`src/sbc_defines.vh`:
```
`ifndef SBC_DEFINES_VH
`define SBC_DEFINES_VH

// ----------------------------------------------------------------
// Parser states
// ----------------------------------------------------------------
`define SBC_ST_IDLE 2'h0
`define SBC_ST_NUM 2'h1
`define SBC_ST_TERM 2'h2

// ----------------------------------------------------------------
// Command letters and special characters
// ----------------------------------------------------------------
`define SBC_CH_MASK 8'h4D
`define SBC_CH_TRIG 8'h54
`define SBC_CH_POLE 8'h41
`define SBC_CH_DISP 8'h42
`define SBC_CH_CLOSE 8'h43
`define SBC_CH_TERM 8'h59
`define SBC_CH_EXEC 8'h58
`define SBC_CH_LF 8'h0A
`define SBC_CH_CR 8'h0D
`define SBC_CH_DEL 8'h7F
`define SBC_CH_SPACE 8'h20
`define SBC_CH_PLUS 8'h2B
`define SBC_CH_COMMA 8'h2C
`define SBC_CH_MINUS 8'h2D
`define SBC_CH_PERIOD 8'h2E
`define SBC_CH_SLASH 8'h2F
`define SBC_CH_COLON 8'h3A
`define SBC_CH_LOW_E 8'h65
`define SBC_CH_DIG0 8'h30
`define SBC_CH_DIG9 8'h39
`define SBC_CH_CAP_A 8'h41
`define SBC_CH_CAP_Z 8'h5A

// ----------------------------------------------------------------
// Terminator modes
// ----------------------------------------------------------------
`define SBC_TM_CRLF 2'h0
`define SBC_TM_LFCR 2'h1
`define SBC_TM_NONE 2'h2
`define SBC_TM_CHAR 2'h3

// ----------------------------------------------------------------
// Pole configurations
// ----------------------------------------------------------------
`define SBC_PM_MATRIX 2'h0
`define SBC_PM_1POLE 2'h1
`define SBC_PM_2POLE 2'h2
`define SBC_PM_4POLE 2'h3

// ----------------------------------------------------------------
// Trigger modes
// ----------------------------------------------------------------
`define SBC_T_TALK_START 3'h0
`define SBC_T_TALK_STOP 3'h1
`define SBC_T_GET_START 3'h2
`define SBC_T_GET_STOP 3'h3
`define SBC_T_X_START 3'h4
`define SBC_T_X_STOP 3'h5
`define SBC_T_EXT_START 3'h6
`define SBC_T_EXT_STOP 3'h7

// ----------------------------------------------------------------
// Limits and reset values
// ----------------------------------------------------------------
`define SBC_MASK_MAX 10'h03F
`define SBC_TRIG_MAX 10'h007
`define SBC_POLE_MAX 10'h004
`define SBC_NUM_SAT 10'h3FF
`define SBC_NUM_DIGITS 3'h3
`define SBC_ROW_MAX 4'h4
`define SBC_UNITS_MAX 3'h5
`define SBC_COLS_PER_UNIT 10'h00A
`define SBC_RST_MASK 6'h00
`define SBC_RST_TRIG 3'h0
`define SBC_RST_POLE 2'h1
`define SBC_RST_DISP 10'h001

`endif

```
`src/sbc_scanner_bus_cmd.v`:
```
`timescale 1ns/1ps
`default_nettype none
`include "sbc_defines.vh"

// Functional notes
// - Power-up: mask zero, no service requests
// - Serial poll read clears status byte
// - Mask letter plus decimal 0..63 loads mask
// - Mask bits select which events raise request
// - Any mask combination; any enabled event requests
// - Trigger 0 start, 1 stop on talk
// - Trigger 2 start, 3 stop on GET
// - Trigger 4 start, 5 stop on execute
// - Trigger 6 start, 7 stop on external
// - Talk then data request: no start; stop if scan active
// - Terminator CR LF at power-up and clear
// - Terminator letter plus one legal character
// - LF, CR, DEL select special terminators
// - Pole argument 0..4 selects configuration
// - Matrix channel: column digits then row
// - Channel count from poles and units
// - Display beyond last: option error, keep
// - Close letter plus channel closes relay
module sbc_scanner_bus_cmd #(
  parameter CH_PER_UNIT_1POLE = 10'd40,
  parameter CH_PER_UNIT_2POLE = 10'd20,
  parameter CH_PER_UNIT_4POLE = 10'd10
) (
  input wire sys_clk,
  input wire arst_n,
  input wire rx_valid,
  input wire [7:0] rx_byte,
  input wire talk_addr,
  input wire talk_release,
  input wire data_req,
  input wire get_cmd,
  input wire dev_clear,
  input wire spoll_rd,
  input wire ext_trig,
  input wire [2:0] chain_units,
  input wire scan_active,
  input wire ev_settle_end,
  input wire ev_interval_end,
  input wire ev_scan_end,
  input wire ev_timer_alarm,
  input wire ev_serial_loop,
  input wire ev_not_remote,
  output reg [7:0] service_request_mask_r,
  output reg [7:0] serial_poll_status_byte_r,
  output reg srq_r,
  output reg [2:0] trig_mode_r,
  output reg scan_start_r,
  output reg scan_stop_r,
  output reg [1:0] term_mode_r,
  output reg [7:0] term_char_r,
  output reg [1:0] pole_mode_r,
  output reg [9:0] disp_channel_r,
  output reg [9:0] close_channel_r,
  output reg close_strobe_r,
  output reg illegal_command_error_r,
  output reg illegal_option_error_r
);

  // ----------------------------------------------------------------
  // Pin synchronisers
  // ----------------------------------------------------------------
  reg ext_meta_r;
  reg ext_sync_r;
  reg ext_prev_r;
  reg [2:0] units_meta_r;
  reg [2:0] units_sync_r;

  always @(posedge sys_clk or negedge arst_n) begin
    if (!arst_n) begin
      ext_meta_r <= 1'b0;
      ext_sync_r <= 1'b0;
      ext_prev_r <= 1'b0;
      units_meta_r <= 3'h1;
      units_sync_r <= 3'h1;
    end else begin
      ext_meta_r <= ext_trig;
      ext_sync_r <= ext_meta_r;
      ext_prev_r <= ext_sync_r;
      units_meta_r <= chain_units;
      units_sync_r <= units_meta_r;
    end
  end

  wire ext_rise = ext_sync_r & ~ext_prev_r;

  // ----------------------------------------------------------------
  // Channel limits
  // ----------------------------------------------------------------
  reg [2:0] units;
  reg [9:0] last_channel;
  reg [9:0] per_unit;

  always @* begin
    units = units_sync_r;
    if (units == 3'h0)
      units = 3'h1;
    if (units > `SBC_UNITS_MAX)
      units = `SBC_UNITS_MAX;
    case (pole_mode_r)
      `SBC_PM_1POLE: per_unit = CH_PER_UNIT_1POLE;
      `SBC_PM_2POLE: per_unit = CH_PER_UNIT_2POLE;
      `SBC_PM_4POLE: per_unit = CH_PER_UNIT_4POLE;
      default: per_unit = `SBC_COLS_PER_UNIT;
    endcase
    last_channel = per_unit * {7'h00, units};
  end

  // ----------------------------------------------------------------
  // Registers
  // ----------------------------------------------------------------
  reg [1:0] st_r;
  reg [7:0] cmd_r;
  reg [9:0] num_r;
  reg [2:0] ndig_r;
  reg talk_pend_r;
  reg [3:0] data_pend_r;
  reg [3:0] err_pend_r;

  reg [1:0] st_nxt;
  reg [7:0] cmd_nxt;
  reg [9:0] num_nxt;
  reg [2:0] ndig_nxt;
  reg talk_pend_nxt;
  reg [3:0] data_pend_nxt;
  reg [3:0] err_pend_nxt;
  reg [5:0] mask_nxt;
  reg [7:0] stb_nxt;
  reg [2:0] trig_nxt;
  reg start_nxt;
  reg stop_nxt;
  reg [1:0] term_mode_nxt;
  reg [7:0] term_char_nxt;
  reg [1:0] pole_nxt;
  reg [9:0] disp_nxt;
  reg [9:0] close_ch_nxt;
  reg close_nxt;
  reg ill_cmd_nxt;
  reg ill_opt_nxt;
  reg exec;
  reg new_cmd;
  reg x_seen;
  reg is_digit;
  reg bad_term;
  reg chan_ok;
  reg [9:0] col;
  reg [9:0] rem;
  reg [3:0] row;

  // ----------------------------------------------------------------
  // Command parser and executor
  // ----------------------------------------------------------------
  always @* begin
    st_nxt = st_r;
    cmd_nxt = cmd_r;
    num_nxt = num_r;
    ndig_nxt = ndig_r;
    mask_nxt = service_request_mask_r[5:0];
    trig_nxt = trig_mode_r;
    term_mode_nxt = term_mode_r;
    term_char_nxt = term_char_r;
    pole_nxt = pole_mode_r;
    disp_nxt = disp_channel_r;
    close_ch_nxt = close_channel_r;
    close_nxt = 1'b0;
    ill_cmd_nxt = 1'b0;
    ill_opt_nxt = 1'b0;
    exec = 1'b0;
    new_cmd = 1'b0;
    x_seen = 1'b0;
    is_digit = (rx_byte >= `SBC_CH_DIG0) && (rx_byte <= `SBC_CH_DIG9);
    bad_term = ((rx_byte >= `SBC_CH_CAP_A) && (rx_byte <= `SBC_CH_CAP_Z)) || is_digit ||
               (rx_byte == `SBC_CH_SPACE) || (rx_byte == `SBC_CH_PLUS) ||
               (rx_byte == `SBC_CH_MINUS) || (rx_byte == `SBC_CH_SLASH) ||
               (rx_byte == `SBC_CH_COMMA) || (rx_byte == `SBC_CH_PERIOD) ||
               (rx_byte == `SBC_CH_LOW_E) || (rx_byte == `SBC_CH_COLON);
    // Matrix channel splits into column (upper digits) and row (last digit)
    col = num_r / 10'd10;
    rem = num_r - col * 10'd10;
    row = rem[3:0];
    if (pole_mode_r == `SBC_PM_MATRIX)
      chan_ok = (row >= 4'h1) && (row <= `SBC_ROW_MAX) && (col >= 10'h001) &&
                (col <= last_channel);
    else
      chan_ok = (num_r >= 10'h001) && (num_r <= last_channel);

    case (st_r)
      `SBC_ST_IDLE: begin
        if (rx_valid)
          new_cmd = 1'b1;
      end
      `SBC_ST_NUM: begin
        if (rx_valid) begin
          if (is_digit) begin
            ndig_nxt = (ndig_r == 3'h7) ? ndig_r : ndig_r + 3'h1;
            if (num_r > 10'd101)
              num_nxt = `SBC_NUM_SAT;
            else
              num_nxt = (num_r * 10'd10) + {2'h0, rx_byte - `SBC_CH_DIG0};
          end else begin
            exec = 1'b1;
            new_cmd = 1'b1;
          end
        end
      end
      `SBC_ST_TERM: begin
        if (rx_valid) begin
          st_nxt = `SBC_ST_IDLE;
          if (rx_byte == `SBC_CH_LF) begin
            term_mode_nxt = `SBC_TM_CRLF;
          end else if (rx_byte == `SBC_CH_CR) begin
            term_mode_nxt = `SBC_TM_LFCR;
          end else if (rx_byte == `SBC_CH_DEL) begin
            term_mode_nxt = `SBC_TM_NONE;
          end else if (bad_term) begin
            ill_opt_nxt = 1'b1;
          end else begin
            term_mode_nxt = `SBC_TM_CHAR;
            term_char_nxt = rx_byte;
          end
        end
      end
      default: st_nxt = `SBC_ST_IDLE;
    endcase

    if (exec) begin
      if (ndig_r > `SBC_NUM_DIGITS) begin
        ill_opt_nxt = 1'b1;
      end else begin
        case (cmd_r)
          `SBC_CH_MASK: begin
            if (num_r > `SBC_MASK_MAX)
              ill_opt_nxt = 1'b1;
            else
              mask_nxt = num_r[5:0];
          end
          `SBC_CH_TRIG: begin
            if (num_r > `SBC_TRIG_MAX)
              ill_opt_nxt = 1'b1;
            else
              trig_nxt = num_r[2:0];
          end
          `SBC_CH_POLE: begin
            if (num_r > `SBC_POLE_MAX)
              ill_opt_nxt = 1'b1;
            else if (num_r == 10'h004)
              pole_nxt = `SBC_PM_4POLE;
            else
              pole_nxt = num_r[1:0];
          end
          `SBC_CH_DISP: begin
            if (chan_ok)
              disp_nxt = num_r;
            else
              ill_opt_nxt = 1'b1;
          end
          `SBC_CH_CLOSE: begin
            if (chan_ok) begin
              close_ch_nxt = num_r;
              close_nxt = 1'b1;
            end else begin
              ill_opt_nxt = 1'b1;
            end
          end
          default: ill_cmd_nxt = 1'b1;
        endcase
      end
    end

    if (new_cmd) begin
      st_nxt = `SBC_ST_IDLE;
      num_nxt = 10'h000;
      ndig_nxt = 3'h0;
      case (rx_byte)
        `SBC_CH_MASK, `SBC_CH_TRIG, `SBC_CH_POLE, `SBC_CH_DISP, `SBC_CH_CLOSE: begin
          st_nxt = `SBC_ST_NUM;
          cmd_nxt = rx_byte;
        end
        `SBC_CH_TERM: st_nxt = `SBC_ST_TERM;
        `SBC_CH_EXEC: x_seen = 1'b1;
        `SBC_CH_SPACE, `SBC_CH_COMMA, `SBC_CH_CR, `SBC_CH_LF: st_nxt = `SBC_ST_IDLE;
        default: begin
          // Other command letters belong to neighbouring handlers
          if (!((rx_byte >= `SBC_CH_CAP_A) && (rx_byte <= `SBC_CH_CAP_Z)))
            ill_cmd_nxt = 1'b1;
        end
      endcase
    end

    if (dev_clear) begin
      term_mode_nxt = `SBC_TM_CRLF;
      st_nxt = `SBC_ST_IDLE;
    end
  end

  // ----------------------------------------------------------------
  // Trigger handling
  // ----------------------------------------------------------------
  always @* begin
    start_nxt = 1'b0;
    stop_nxt = 1'b0;
    talk_pend_nxt = talk_pend_r;
    case (trig_mode_r)
      `SBC_T_TALK_START: begin
        if (data_req) begin
          talk_pend_nxt = 1'b0;
          stop_nxt = scan_active;
        end else if (talk_release && talk_pend_r) begin
          talk_pend_nxt = 1'b0;
          start_nxt = 1'b1;
        end else if (talk_addr) begin
          talk_pend_nxt = 1'b1;
        end
      end
      `SBC_T_TALK_STOP: begin
        talk_pend_nxt = 1'b0;
        stop_nxt = talk_addr;
      end
      `SBC_T_GET_START: start_nxt = get_cmd;
      `SBC_T_GET_STOP: stop_nxt = get_cmd;
      `SBC_T_X_START: start_nxt = x_seen;
      `SBC_T_X_STOP: stop_nxt = x_seen;
      `SBC_T_EXT_START: start_nxt = ext_rise;
      `SBC_T_EXT_STOP: stop_nxt = ext_rise;
      default: talk_pend_nxt = 1'b0;
    endcase
    if (trig_mode_r != `SBC_T_TALK_START)
      talk_pend_nxt = 1'b0;
  end

  // ----------------------------------------------------------------
  // Service request status
  // ----------------------------------------------------------------
  always @* begin
    data_pend_nxt = spoll_rd ? 4'h0 : data_pend_r;
    err_pend_nxt = spoll_rd ? 4'h0 : err_pend_r;
    // New events win over the poll clear
    if (mask_nxt[4] && ev_settle_end)
      data_pend_nxt[3] = 1'b1;
    if (mask_nxt[3] && ev_interval_end)
      data_pend_nxt[2] = 1'b1;
    if (mask_nxt[2] && ev_scan_end)
      data_pend_nxt[1] = 1'b1;
    if (mask_nxt[1] && ev_timer_alarm)
      data_pend_nxt[0] = 1'b1;
    if (mask_nxt[5] && ev_serial_loop)
      err_pend_nxt[3] = 1'b1;
    if (mask_nxt[0] && ev_not_remote)
      err_pend_nxt[2] = 1'b1;
    if (mask_nxt[0] && ill_opt_nxt)
      err_pend_nxt[1] = 1'b1;
    if (mask_nxt[0] && ill_cmd_nxt)
      err_pend_nxt[0] = 1'b1;
    // Error form takes priority over data form
    if (err_pend_nxt != 4'h0)
      stb_nxt = {1'b0, 1'b1, 1'b1, 1'b0, err_pend_nxt};
    else if (data_pend_nxt != 4'h0)
      stb_nxt = {1'b0, 1'b1, 1'b0, data_pend_nxt, 1'b0};
    else
      stb_nxt = 8'h00;
  end

  // ----------------------------------------------------------------
  // State update
  // ----------------------------------------------------------------
  always @(posedge sys_clk or negedge arst_n) begin
    if (!arst_n) begin
      st_r <= `SBC_ST_IDLE;
      cmd_r <= 8'h00;
      num_r <= 10'h000;
      ndig_r <= 3'h0;
      talk_pend_r <= 1'b0;
      data_pend_r <= 4'h0;
      err_pend_r <= 4'h0;
      service_request_mask_r <= {2'h0, `SBC_RST_MASK};
      serial_poll_status_byte_r <= 8'h00;
      srq_r <= 1'b0;
      trig_mode_r <= `SBC_RST_TRIG;
      scan_start_r <= 1'b0;
      scan_stop_r <= 1'b0;
      term_mode_r <= `SBC_TM_CRLF;
      term_char_r <= 8'h00;
      pole_mode_r <= `SBC_RST_POLE;
      disp_channel_r <= `SBC_RST_DISP;
      close_channel_r <= 10'h000;
      close_strobe_r <= 1'b0;
      illegal_command_error_r <= 1'b0;
      illegal_option_error_r <= 1'b0;
    end else begin
      st_r <= st_nxt;
      cmd_r <= cmd_nxt;
      num_r <= num_nxt;
      ndig_r <= ndig_nxt;
      talk_pend_r <= talk_pend_nxt;
      data_pend_r <= data_pend_nxt;
      err_pend_r <= err_pend_nxt;
      service_request_mask_r <= {2'h0, mask_nxt};
      serial_poll_status_byte_r <= stb_nxt;
      srq_r <= stb_nxt[6];
      trig_mode_r <= trig_nxt;
      scan_start_r <= start_nxt;
      scan_stop_r <= stop_nxt;
      term_mode_r <= term_mode_nxt;
      term_char_r <= term_char_nxt;
      pole_mode_r <= pole_nxt;
      disp_channel_r <= disp_nxt;
      close_channel_r <= close_ch_nxt;
      close_strobe_r <= close_nxt;
      illegal_command_error_r <= ill_cmd_nxt;
      illegal_option_error_r <= ill_opt_nxt;
    end
  end

endmodule // sbc_scanner_bus_cmd

`default_nettype wire

```
`config.mk`:
```
export PLATFORM = sky130hd
export DESIGN_NAME = sbc_scanner_bus_cmd
export DESIGN_NICKNAME = d
export VERILOG_FILES = /design/src/sbc_scanner_bus_cmd.v
export VERILOG_INCLUDE_DIRS = /design/src
export SDC_FILE = /design/constraint.sdc
export NUM_CORES = 1
export LEC_CHECK = 0
export ABC_AREA = 1
export BUFFER_PORTS_ARGS = -buffer_cell sky130_fd_sc_hd__buf_2
export CORE_UTILIZATION = 59
export DETAILED_ROUTE_END_ITERATION = 10
export PLACE_DENSITY = 0.89
export SLEW_MARGIN = 20
export SYNTH_ARGS = -nofsm -noshare
export SYNTH_HDL_FRONTEND = slang
export SYNTH_SLANG_ARGS = --single-unit
```
`constraint.sdc`:
```
create_clock -name sys_clk -period 5 [get_ports sys_clk]
set_input_delay 1.5 -clock sys_clk [delete_from_list [all_inputs] [get_ports sys_clk]]
set_output_delay 1.5 -clock sys_clk [all_outputs]
set_load 0.01 [all_outputs]
```
* Yosys cells after proc, flatten, opt, wreduce, memory -nomap -nowiden
Index checks and enable logic that the tools add are counted.
Cells by class: add/subtract/negate cells 4, multiply operators 3, div/mod/pow operators 1, order comparisons 16, eq/ne operators 41, mux-type cells 83, bitwise gates (word level) 9, reductions and logical operators 53
Operators with widths (number):
- 8-bit by 7-bit == test with 1-bit output (second input constant) | 14
- 8-bit by 6-bit == test with 1-bit output (second input constant) | 7
- 10-bit two-way mux | 5
- 1-bit two-way mux | 44
- 6-bit two-way mux | 4
- 2-bit two-way mux | 11
- 3-bit two-way mux | 7
- 10-bit by 1-bit >= comparator with 1-bit output (second input constant) | 2
- 10-bit by 3-bit greater-than comparator with 1-bit output (second input constant) | 2
- 10-bit less-or-equal comparator | 2
- 4-bit AND reduction | 5
- 8-bit by 4-bit == test with 1-bit output (second input constant) | 2
- 3-bit == test (second input constant) | 5
- 1-bit logical AND | 15
- 7-bit two-way mux | 2
- 6-bit one-hot mux with 2 select lines | 1
- 11-bit OR reduction | 1
- 10-bit by 8-bit adder with 10-bit output | 1
- 10-bit by 4-bit divider with 10-bit output (second input constant) | 1
- 10-bit by 3-bit == test with 1-bit output (second input constant) | 1
- 10-bit by 6-bit greater-than comparator with 1-bit output (second input constant) | 1
- 10-bit by 7-bit greater-than comparator with 1-bit output (second input constant) | 1
- 10-bit by 3-bit multiplier with 10-bit output | 1
- 10-bit by 3-bit multiplier with 3-bit output (second input constant) | 1
- 39 further kinds | 74
Word-level totals: register bits 96, input bits 28, output and inout bits 57

* Longest topological paths before layout
Gate-level depths: netlist of run 1.
depth in word-level cells 25, mapped depth 46, gate-level depth less buffers 46

* Least setup slack after synthesis of run 1
Ideal clock, no wire load.
kind reg2reg, start reg num_r[7], end reg serial_poll_status_byte_r[2], setup time 0.124 ns, arrival 4.163 ns, data required time 4.876 ns, slack 0.713 ns, cell stages (with the launch flop) 43, path buffers 0, period minus slack after synthesis 4.287 ns, cell sequence dfrtp_1 -> nor2_1 -> inv_2 -> o21ai_1 -> inv_2 -> nand2_4 -> nand2_2 -> nand2_2 -> inv_2 -> nand2_4 -> inv_1 -> nor2_1 -> inv_2 -> nand2_4 -> inv_2 -> nand2_2 -> nand2_2 -> inv_2 -> [... 7 more ...] -> nand2_2 -> ha_1 -> inv_1 -> fa_1 -> inv_1 -> nand3_1 -> nand2_1 -> nor2_1 -> nand2_1 -> nand3_1 -> nand3_1 -> nand2_2 -> nand2_1 -> nand2_2 -> nand2_2 -> nand3_4 -> nand4_1 -> nand2_1
Between the ends: longest elaborated chain between the ends 16
Ends and longest elaborated chain:
- start: declaration | line sbc_scanner_bus_cmd.v:118 | reg [9:0] num_r;
- start signal: assignment | line sbc_scanner_bus_cmd.v:396 | num_r <= num_nxt;
- 10-bit by 4-bit divider with 10-bit output | line sbc_scanner_bus_cmd.v:182 | col = num_r / 10'd10;
- 10-bit by 3-bit multiplier with 3-bit output | line sbc_scanner_bus_cmd.v:183 | rem = num_r - col * 10'd10;
- 4-bit subtractor | line sbc_scanner_bus_cmd.v:183
- 4-bit by 1-bit >= comparator with 1-bit output or 4-bit by 3-bit less-or-equal comparator with 1-bit output (tied branches)
- 1-bit logical AND (3 in a row) | line sbc_scanner_bus_cmd.v:186 | chan_ok = (row >= 4'h1) && (row <= `SBC_ROW_MAX) && (col >= 10'h001) &&
- 1-bit two-way mux | line sbc_scanner_bus_cmd.v:185 | if (pole_mode_r == `SBC_PM_MATRIX)
- 1-bit two-way mux | line sbc_scanner_bus_cmd.v:256, sbc_scanner_bus_cmd.v:262
- 1-bit one-hot mux with 4 select lines | line sbc_scanner_bus_cmd.v:234 | case (cmd_r)
- 1-bit two-way mux | line sbc_scanner_bus_cmd.v:231 | if (ndig_r > `SBC_NUM_DIGITS) begin
- 1-bit two-way mux | line sbc_scanner_bus_cmd.v:230 | if (exec) begin
- 1-bit logical AND | line sbc_scanner_bus_cmd.v:354 | if (mask_nxt[0] && ill_opt_nxt)
- 1-bit two-way mux | line sbc_scanner_bus_cmd.v:354
- 4-bit nonzero test | line sbc_scanner_bus_cmd.v:359 | if (err_pend_nxt != 4'h0)
- 7-bit two-way mux * | line sbc_scanner_bus_cmd.v:359
- net stb_nxt[2] | line sbc_scanner_bus_cmd.v:132 | reg [7:0] stb_nxt;
- end signal: assignment | line sbc_scanner_bus_cmd.v:402 | serial_poll_status_byte_r <= stb_nxt;
- end: declaration | line sbc_scanner_bus_cmd.v:49 | output reg [7:0] serial_poll_status_byte_r,
Mark *: on every way through the listed nets, which the timed path passes. The rest lies on a longest branch. A chain may end at the register's enable or synchronous reset.

* Final worst setup path of run 1
Ends and elaborated chain as after synthesis.

==> results of run 1 <==
placed cells by master (no fill, tap or decap), types with 3 or more instances in the layout:
master / n
nand3_1: 35
fa_1: 6
nand4_1: 10
nand2_1: 133
nand3_2: 7
clkbuf_8: 9
ha_1: 52
o21ai_1: 13
conb_1: 3
buf_4: 18
inv_2: 10
dfstp_2: 4
a21oi_1: 38
a22o_1: 4
nor2_1: 70
nand2_4: 11
inv_1: 121
nor4_1: 4
nand3_4: 7
inv_4: 4
a21oi_2: 3
or2_2: 3
nor2_2: 3
xnor2_1: 10
nand2_2: 23
o21ai_0: 52
xor2_1: 3
o22ai_1: 4
nor3_1: 16
dfrtp_1: 89
buf_2: 80
cell type report:
cell class              instances  area, µm²  share of cell area
clock inverters                 6       95.1              0.0131
repair buffers                 99        556              0.0765
clock buffers                  10        128              0.0176
multi-input cells             546       3440               0.473
inverters                     136        520              0.0716
flip-flops and latches         94       2360               0.325
well taps                     136        170              0.0234
power by group through the flow:
| stage | clock network [µW] | registers (µW) | logic, µW |
|---|---|---|---|
| 3_3_place_gp | 0 | 822 | 170 |
| 3_5_place_dp | 0 | 823 | 175 |
| 6_report | 581 | 811 | 184 |
| 5_1_grt | 610 | 814 | 206 |
| 2_1_floorplan | 0 | 825 | 101 |
| 4_1_cts | 583 | 809 | 179 |
path summary, 6_finish.rpt:
kind / from / end
hold / removal: units_meta_r[1] / units_sync_r[1]
setup / recovery: num_r[7] / serial_poll_status_byte_r[2]
hold reg to reg: units_meta_r[1] / units_sync_r[1]
min in group asynchronous: arst_n / units_meta_r[2]
setup reg to reg: num_r[7] / serial_poll_status_byte_r[2]
max in group asynchronous: arst_n / pole_mode_r[0]
routing by layer:
layer | track usage | wire length, µm | vias to the layer above | part of all wire
li1 | - | - | 2754 | -
met1 | 0.370 | 6420 | 2740 | 0.39
met2 | 0.500 | 8210 | 313 | 0.50
met3 | 0.0561 | 1180 | 68 | 0.072
met4 | 0.136 | 701 | 0 | 0.042
met5 | 0 | 0 | - | 0
per-stage QoR:
stage          power [µW]  instance area (µm²)  worst slack [ns]
6_report             1580                 7270             0.172
5_1_grt              1630                 7270            -0.150
4_1_cts              1570                 7020            0.0511
3_5_place_dp          998                 6800             0.124
3_3_place_gp          992                 6800             0.329
2_1_floorplan         927                 6240             0.713
sequential cells by signal (all words and copies together), names as in the netlist, 2 cells and up:
signal	flops
err_pend_r	4
trig_mode_r	3
term_char_r	8
close_channel_r	10
st_r	2
data_pend_r	4
cmd_r	8
num_r	10
serial_poll_status_byte_r	7
pole_mode_r	2
disp_channel_r	10
units_meta_r	3
service_request_mask_r	6
units_sync_r	3
term_mode_r	2
ndig_r	3
logic make-up (layout without fill, tap and decap cells):
kind of cell | Yosys count | in the layout | share of synthesized area
mux | 2 | 2 | 0.00321
compound gates | 140 | 140 | 0.128
fa+ha+maj | 60 | 60 | 0.129
buf+inv | 150 | 251 | 0.0965
flops | 94 | 94 | 0.378
simple gates | 327 | 328 | 0.247
xor+xnor | 13 | 13 | 0.0183
other cells | 1 | 3 | 0.000601
critical path, delay by kind of cell (launching register included):
family,cells,cell delay [ns]
and+or+nand+nor,33,2.84
adders and majority gates,3,0.73
DFF,1,0.47
AOI/OAI and AO/OA,2,0.38
buffers and inverters,3,0.30
timing repair:
action	CTS	global route
buffers inserted	0	11
resized for setup	0	35
endpoints found under the setup margin	0	29
==> impl_metrics.py, run 1 <==
metrics = {
    "drt": {
        "ant_nets": 0,
        "num_vias": 5875,
        "drt-initial-drc-count": 480,
        "drc": 0,
        "routed_wl_um": 16500,
        "viasPerCell": 5.72,
        "firstDrtPassIters": 5,
        "drt-wirelength-per-cell_um": 16.1,
    },
    "final_layout": {
        "fin_util": 0.707,
        "antenna_cells": 0,
        "drive_gt1_frac": 0.221,
        "nets": 974,
        "stdcell_count": 1027,
        "fillers": 785,
        "synthToLayoutAreaGrowth_pct": 16.5,
    },
    "global_route": {
        "grt-ovfl-total": 0,
        "grt_first_pass_wirelength_um": 26000,
        "grt_pass1_vias": 5513,
        "grt_usage": 0.297,
        "grt_start_max_net_pins": 70,
        "antenna_found_initial": 0,
    },
    "power_and_ir_drop": {
        "clkPwrFrac": 0.368,
        "seqPwrFrac": 0.515,
        "cellLeakagePower_uw": 0.00405,
        "swShare": 0.277,
        "p_sw_uw": 436,
        "power.internal_uw": 1140,
        "ir_worst_vdd_mv": 0.219,
        "cellPowerDensity_nw_per_um2": 217,
        "comb_power_share": 0.117,
    },
    "timing": {
        "fin_crit_sh": 0.966,
        "setup_viol": 0,
        "hold_viol": 0,
        "drv_slew": 0,
        "min_period_ns": 4.83,
        "finalSetupTns_ns": 0,
        "worst_pin_slew_ns": 0.855,
        "clock_skew_ns": 0.0202,
        "hold_slack_ns": 0.361,
        "fmax_ghz": 0.207,
        "max_slew_margin": 0.430,
    },
    "cts": {
        "cts_sinks": 94,
        "cts-root-buf": "clkbuf_8",
        "cts_max_path_buffers": 2,
        "hold_buffers": 0,
        "cts_made_buffers": 9,
        "tritoncts": "done",
        "h-tree-depth": 3,
        "cts.reportedPaths.clkPinSlew_ns": 0.11,
        "clock_latency_ns": 0.38,
    },
    "place": {
        "dp_hpwl_um": 11300,
        "place_congestion": 0.911,
        "dp.cells": 999,
        "io_buffer_count": 81,
    },
    "critical_path": {
        "critPathKind": "flip-flop to flip-flop",
        "critical_path.startpoint_type": "flip-flop",
        "slowest_stage": "dfrtp_2",
        "critPathMaxFanout": 6,
        "arrival_ns": 5.09,
        "reg2reg_depth": 41,
        "critPathCaptureType": "flip-flop",
        "cp.required_ns": 5.26,
        "cpPeakStageDelay_ns": 0.47,
        "cpMostUsedCell": "nand2_2",
        "r2r_slack_ns": 0.17,
    },
    "synth": {
        "ys_warn_count": 0,
        "synth_cell_type_count": 56,
        "netlist_area_um2": 6240,
        "synth_seq_cells": 94,
        "synth_area_leader_cell": "dfrtp_1",
        "synth_top_area_share": 0.361,
        "ys_seq_area_frac": 0.378,
        "synth_edf_count": 0,
        "ys_top_cells_by_count": "140 x nand2_1, 121 x inv_1, 90 x dfrtp_1",
        "synthFlopType": "dfrtp_1",
        "synth.avg_cell_area_um2": 7.93,
        "async_flop_share": 1.00,
        "synth_top_cells_by_area": "dfrtp_1 36%, ha_1 11%, nand2_1 8.4%, inv_1 7.3%, nor2_1 4.3%",
        "yosysMostFrequentCell": "nand2_1",
        "syn_inst": 787,
    },
    "floorplanning": {
        "num_io_pins": 85,
        "rows": 37,
        "start_util": 0.607,
        "core_um2": 10300,
        "dieArea_um2": 11000,
        "dieWidth_um": 105,
        "die_h_um": 105,
    },
    "worst_hold_path": {
        "hold_depth": 0,
        "hold_path.class": "flip-flop to flip-flop",
    },
    "run_status": {
        "status": "finished, final reports clean",
    },
    "job": {
        "max_cap_viol_count": 0,
    },
}
No activity file was read; power rests on OpenSTA's default activity.
==> run 2: changes to the inputs <==
--- a/config.mk
+++ b/config.mk
@@ -6,11 +6,10 @@
 export SDC_FILE = /design/constraint.sdc
 export NUM_CORES = 1
 export LEC_CHECK = 0
-export ABC_AREA = 1
 export BUFFER_PORTS_ARGS = -buffer_cell sky130_fd_sc_hd__buf_2
-export CORE_UTILIZATION = 59
+export CORE_UTILIZATION = 35
 export DETAILED_ROUTE_END_ITERATION = 10
-export PLACE_DENSITY = 0.89
+export PLACE_DENSITY = 0.6
 export SLEW_MARGIN = 20
 export SYNTH_ARGS = -nofsm -noshare
 export SYNTH_HDL_FRONTEND = slang
==> run 2 against run 1 <==
Against the previous run:
- the run now ends with setup timing left
- die area grew 77%
- global-route usage shrank 12 points
- largest power group unchanged
- clock power increased by 18%
- clock skew decreased by 0.0064 ns
- total power rose by 3.9%
- routed wire length grew 4.3%
==> impl_metrics.py, run 2 <==
metrics = {
    "floorplanning": {
        "core_um2": 18200,
        "start_util": 0.363,
        "dieArea_um2": 19400,
        "num_io_pins": 85,
        "dieWidth_um": 139,
        "rows": 49,
        "die_h_um": 139,
    },
    "timing": {
        "rsz0062_at_grt": "yes",
        "min_period_ns": 5.11,
        "clock_skew_ns": 0.0138,
        "fin_crit_sh": 1.02,
        "fmax_ghz": 0.196,
        "fin_ws_ns": -0.113,
        "drv_slew": 0,
        "setup_viol": 20,
        "hold_viol": 0,
        "worst_pin_slew_ns": 0.865,
        "max_slew_margin": 0.419,
    },
    "critical_path": {
        "r2r_slack_ns": -0.11,
        "crit_family": "simple AND/OR/NAND/NOR gates",
        "critPathCapture": "disp_channel_r[6]",
        "cp.required_ns": 5.24,
        "critPathMaxFanout": 5,
        "critPathBufInv": 6,
        "critPathLaunch": "num_r[5]",
        "crit_cells": 26,
        "arrival_ns": 5.35,
        "timing.rr.start": "num_r[5]",
        "reg2reg_to": "disp_channel_r[6]",
        "cpPeakStageDelay_ns": 0.42,
        "critPathKind": "flip-flop to flip-flop",
        "critical_path.startpoint_type": "flip-flop",
        "critPathCaptureType": "flip-flop",
        "reg2reg_depth": 26,
        "slowest_stage": "fa_1",
    },
    "drt": {
        "drc": 0,
        "drt-wirelength-per-cell_um": 15.9,
        "drt-initial-drc-count": 337,
        "routed_wl_um": 17200,
        "num_vias": 5636,
        "firstDrtPassIters": 5,
        "ant_nets": 0,
        "viasPerCell": 5.21,
    },
    "synth": {
        "syn_inst": 680,
        "ys_top_cells_by_count": "90 x dfrtp_1, 53 x ha_1, 51 x inv_1",
        "synth_seq_cells": 94,
        "ys_warn_count": 0,
        "synth_cell_type_count": 85,
        "synthFlopType": "dfrtp_1",
        "synth_top_cells_by_area": "dfrtp_1 34%, ha_1 10%, mux2_4 4.5%, o21ai_0 3.7%, inv_1 2.9%",
        "netlist_area_um2": 6600,
        "synth_top_area_share": 0.341,
        "yosysMostFrequentCell": "dfrtp_1",
        "async_flop_share": 1.00,
        "synth_area_leader_cell": "dfrtp_1",
        "synth_edf_count": 0,
        "ys_seq_area_frac": 0.357,
        "synth.avg_cell_area_um2": 9.71,
    },
    "cts": {
        "cts_made_buffers": 9,
        "cts.reportedPaths.clkPinSlew_ns": 0.08,
        "tritoncts": "done",
        "cts_sinks": 94,
        "clock_latency_ns": 0.36,
        "h-tree-depth": 3,
        "cts-root-buf": "clkbuf_16",
        "cts_max_path_buffers": 2,
        "hold_buffers": 0,
    },
    "power_and_ir_drop": {
        "swShare": 0.270,
        "ir_worst_vdd_mv": 0.192,
        "comb_power_share": 0.099,
        "finalPower_uw": 1640,
        "seqPwrFrac": 0.484,
        "power.internal_uw": 1200,
        "cellLeakagePower_uw": 0.00418,
        "clkPwrFrac": 0.418,
        "p_sw_uw": 441,
        "cellPowerDensity_nw_per_um2": 194,
    },
    "global_route": {
        "grt_pass1_vias": 5534,
        "grt-ovfl-total": 0,
        "grt_usage": 0.181,
        "antenna_found_initial": 0,
        "grt_first_pass_wirelength_um": 28100,
        "grt_start_max_net_pins": 44,
    },
    "final_layout": {
        "synthToLayoutAreaGrowth_pct": 28.1,
        "top_regs": "close_channel_r x10, disp_channel_r x10, num_r x10",
        "fillers": 1690,
        "antenna_cells": 0,
        "mostFrequentLayoutCell": "buf_4",
        "drive_gt1_frac": 0.343,
        "nets": 936,
        "final_cell_mix": "94 x buf_4, 86 x dfrtp_1, 80 x buf_2",
    },
    "run_status": {
        "violations": "setup timing",
        "status": "finished with violations",
    },
    "place": {
        "place_ws_ns": -0.735,
        "dp_hpwl_um": 13100,
        "io_buffer_count": 81,
        "place_congestion": 0.885,
    },
    "worst_hold_path": {
        "hold_path.class": "flip-flop to flip-flop",
        "hold_start": "ext_meta_r",
    },
    "job": {
        "max_cap_viol_count": 0,
    },
}
## run 2: cells by family after synthesis
logic type | after synthesis | share of synthesized area
and+or+nand+nor | 206 | 0.174
AOI/OAI and AO/OA | 172 | 0.177
DFF | 94 | 0.357
buffers and inverters | 82 | 0.0567
adders and majority gates | 63 | 0.127
muxes | 40 | 0.0788
xor gates and xnor gates | 22 | 0.0292
other | 1 | 0.000568
## run 2: worst min path at each step
stage,end,slack [ns],depth (start not counted)
2_1_floorplan,ext_sync_r,0.33,0
3_5_place_dp,ext_sync_r,0.34,0
3_3_place_gp,ext_sync_r,0.33,0
5_1_grt,ext_sync_r,0.36,0
6_report,ext_sync_r,0.35,0
4_1_cts,ext_sync_r,0.35,0
## run 2: what timing repair did
action | in CTS | in global routing
setup endpoints to repair | 27 | 28
pin swaps | 0 | 17
buffers inserted | 2 | 10
hold endpoints to repair | 0 | 0
cloned | 0 | 1
resized for setup | 12 | 45
## run 2: routing by layer
| layer | up-vias | part of all wire | global-route usage |
|---|---|---|---|
| li1 | 2805 | - | - |
| met1 | 2707 | 0.49 | 0.252 |
| met2 | 109 | 0.46 | 0.290 |
| met3 | 15 | 0.035 | 0.0327 |
| met4 | 0 | 0.011 | 0.0444 |
| met5 | - | 0 | 0 |
## run 2: final cells by class
class / instances / area [µm²] / area share
multi-input combinational: 506 / 4050 / 0.479
sequential: 94 / 2360 / 0.279
timing repair buffer: 185 / 1260 / 0.149
tap: 229 / 287 / 0.0339
clock buffer: 9 / 225 / 0.0266
inverter: 52 / 200 / 0.0237
clock inverter: 7 / 73.8 / 0.00873
## run 2: metrics by stage
step / setup TNS (ns) / hold WS [ns] / cell area [µm²] / util / cells
after floorplan: 0 / 0.331 / 6620 / - / 682
after global placement: -6.20 / 0.335 / 7840 / 0.430 / 1054
after detailed placement: -11.54 / 0.337 / 7840 / 0.430 / 1054
after CTS: -0.909 / 0.355 / 8200 / 0.450 / 1072
after global routing: -7.22 / 0.356 / 8460 / 0.465 / 1082
final: -1.22 / 0.353 / 8460 / 0.465 / 1082
## run 2: power by group through the flow
stage	clock (µW)	combinational, µW	sequential (µW)
finish	684	162	792
global route	731	184	795
CTS	702	159	792
detailed placement	0	157	807
global placement	0	157	807
floorplan	0	87.2	805
==> run 3: changes to the inputs <==
--- a/config.mk
+++ b/config.mk
@@ -10,6 +10,8 @@
 export CORE_UTILIZATION = 35
 export DETAILED_ROUTE_END_ITERATION = 10
 export PLACE_DENSITY = 0.6
+export REMOVE_ABC_BUFFERS = 1
+export SKIP_CTS_REPAIR_TIMING = 1
 export SLEW_MARGIN = 20
 export SYNTH_ARGS = -nofsm -noshare
 export SYNTH_HDL_FRONTEND = slang
==> run 3 against run 2 <==
Against the previous run:
- the flow still finishes with violations (setup timing)
- first-iteration DRC count is 20% higher
- critical endpoint is now disp_channel_r[2]
- largest power group unchanged
- via count is 0.43% lower
- sequential share of layout area up 0.16 points
- critical path type unchanged
- highest routed layer unchanged
==> impl_metrics.py, run 3 (synthesized netlist as in run 2, its figures left out) <==
metrics = {
    "timing": {
        "hold_viol": 0,
        "hold_slack_ns": 0.352,
        "rsz0062_at_grt": "yes",
        "clock_skew_ns": 0.00688,
        "fin_crit_sh": 1.02,
        "setup_viol": 20,
        "fmax_ghz": 0.195,
        "min_period_ns": 5.12,
        "max_slew_margin": 0.393,
        "worst_pin_slew_ns": 0.904,
        "drv_slew": 0,
        "fin_ws_ns": -0.119,
        "finalSetupTns_ns": -1.59,
    },
    "global_route": {
        "grt_first_pass_wirelength_um": 27800,
        "grt_pass1_vias": 5363,
        "grt_start_max_net_pins": 66,
        "grt_busiest_layer": "met2",
        "use_met3": 0.0289,
        "grt-ovfl-total": 0,
        "grt_usage": 0.179,
        "antenna_found_initial": 0,
        "met2_usage": 0.293,
        "grtUsageMet1": 0.244,
    },
    "drt": {
        "routed_wl_um": 17300,
        "ant_nets": 0,
        "firstDrtPassIters": 5,
        "num_vias": 5612,
        "drc": 0,
        "drt-initial-drc-count": 404,
        "drt-wirelength-per-cell_um": 16.2,
        "viasPerCell": 5.26,
    },
    "cts": {
        "cts_made_buffers": 9,
        "cts_max_path_buffers": 2,
        "h-tree-depth": 3,
        "clock_latency_ns": 0.35,
        "cts-root-buf": "clkbuf_16",
        "cts_sinks": 94,
        "tritoncts": "done",
        "cts.reportedPaths.clkPinSlew_ns": 0.06,
    },
    "critical_path": {
        "crit_family": "adder cells",
        "timing.rr.start": "num_r[5]",
        "reg2reg_to": "disp_channel_r[2]",
        "slowest_stage": "fa_1",
        "reg2reg_depth": 25,
        "cp.required_ns": 5.23,
        "critPathCaptureType": "flip-flop",
        "critPathKind": "flip-flop to flip-flop",
        "critPathBufInv": 5,
        "critPathMaxFanout": 7,
        "critical_path.startpoint_type": "flip-flop",
        "r2r_slack_ns": -0.12,
        "critPathLaunch": "num_r[5]",
        "cpPeakStageDelay_ns": 0.51,
        "arrival_ns": 5.35,
    },
    "final_layout": {
        "synthToLayoutAreaGrowth_pct": 27.5,
        "drive_gt1_frac": 0.349,
        "nets": 920,
        "mostFrequentLayoutCell": "dfrtp_1",
        "antenna_cells": 0,
        "top_regs": "close_channel_r x10, disp_channel_r x10, num_r x10",
        "final_cell_mix": "85 x dfrtp_1, 80 x buf_2, 78 x buf_4",
    },
    "worst_hold_path": {
        "hold_path_end": "ext_sync_r",
        "hold_start": "ext_meta_r",
        "hold_path.class": "flip-flop to flip-flop",
        "hold_depth": 0,
    },
    "power_and_ir_drop": {
        "cellLeakagePower_uw": 0.00416,
        "finalPower_uw": 1620,
        "ir_worst_vdd_mv": 0.156,
        "cellPowerDensity_nw_per_um2": 192,
    },
    "floorplanning": {
        "core_um2": 18200,
        "dieWidth_um": 139,
        "die_h_um": 139,
        "dieArea_um2": 19400,
        "start_util": 0.363,
        "num_io_pins": 85,
        "rows": 49,
    },
    "place": {
        "place_ws_ns": -0.416,
        "io_buffer_count": 81,
        "dp_hpwl_um": 12800,
        "place_congestion": 0.860,
    },
    "run_status": {
        "violations": "setup timing",
        "status": "finished with violations",
    },
    "job": {
        "max_cap_viol_count": 0,
    },
}
-- run 3: cell types whose count changed in the layout (fill, tap and decap cells not counted), sizes merged --
cell	change
clkbuf	+4
clkinv	+1
inv	-3
clkinvlp	-1
buf	-17
-- run 3: area by class of cell --
cell class	instances	area [µm²]
clock buffers	12	256
clock inverters	4	30.0
fillers	1701	9790
inverters	52	198
multi-input cells	506	4130
flip-flops and latches	94	2360
well taps	229	287
repair buffers	169	1150
-- run 3: worst max path at each step --
stage / cells past startpoint / end / slack (ns)
after detailed placement: 24 / disp_channel_r[9] / -0.42
after global routing: 25 / disp_channel_r[6] / -0.35
after floorplan: 22 / disp_channel_r[1] / -0.75
after CTS: 23 / disp_channel_r[4] / -0.43
after global placement: 23 / disp_channel_r[6] / -0.17
final: 25 / disp_channel_r[2] / -0.12
-- run 3: metal layers --
metal | up-vias | routed length (µm)
met2 | 115 | 8270
met4 | 0 | 166
met3 | 14 | 650
met1 | 2704 | 8180
met5 | - | 0
li1 | 2779 | -
-- run 3: worst register-to-register path: cells and delay by family (launching register included) --
family,cells,cell delay [ns]
compound gates,7,1.13
mux,1,0.29
simple gates,7,1.05
xor+xnor,1,0.11
flops,1,0.47
buf+inv,5,0.61
fa+ha+maj,4,1.35
-- run 3: power by group --
group          internal (µW)  total (µW)  switching, µW
clock                    367         668            302
sequential               778         793           14.7
combinational           62.5         156           93.1
-- run 3: per-stage QoR --
step / cell area, µm² / util / instances
floorplan: 6430 / - / 652
global placement: 7680 / 0.422 / 1032
detailed placement: 7680 / 0.422 / 1032
CTS: 7970 / 0.437 / 1048
global route: 8420 / 0.462 / 1066
finish: 8420 / 0.462 / 1066
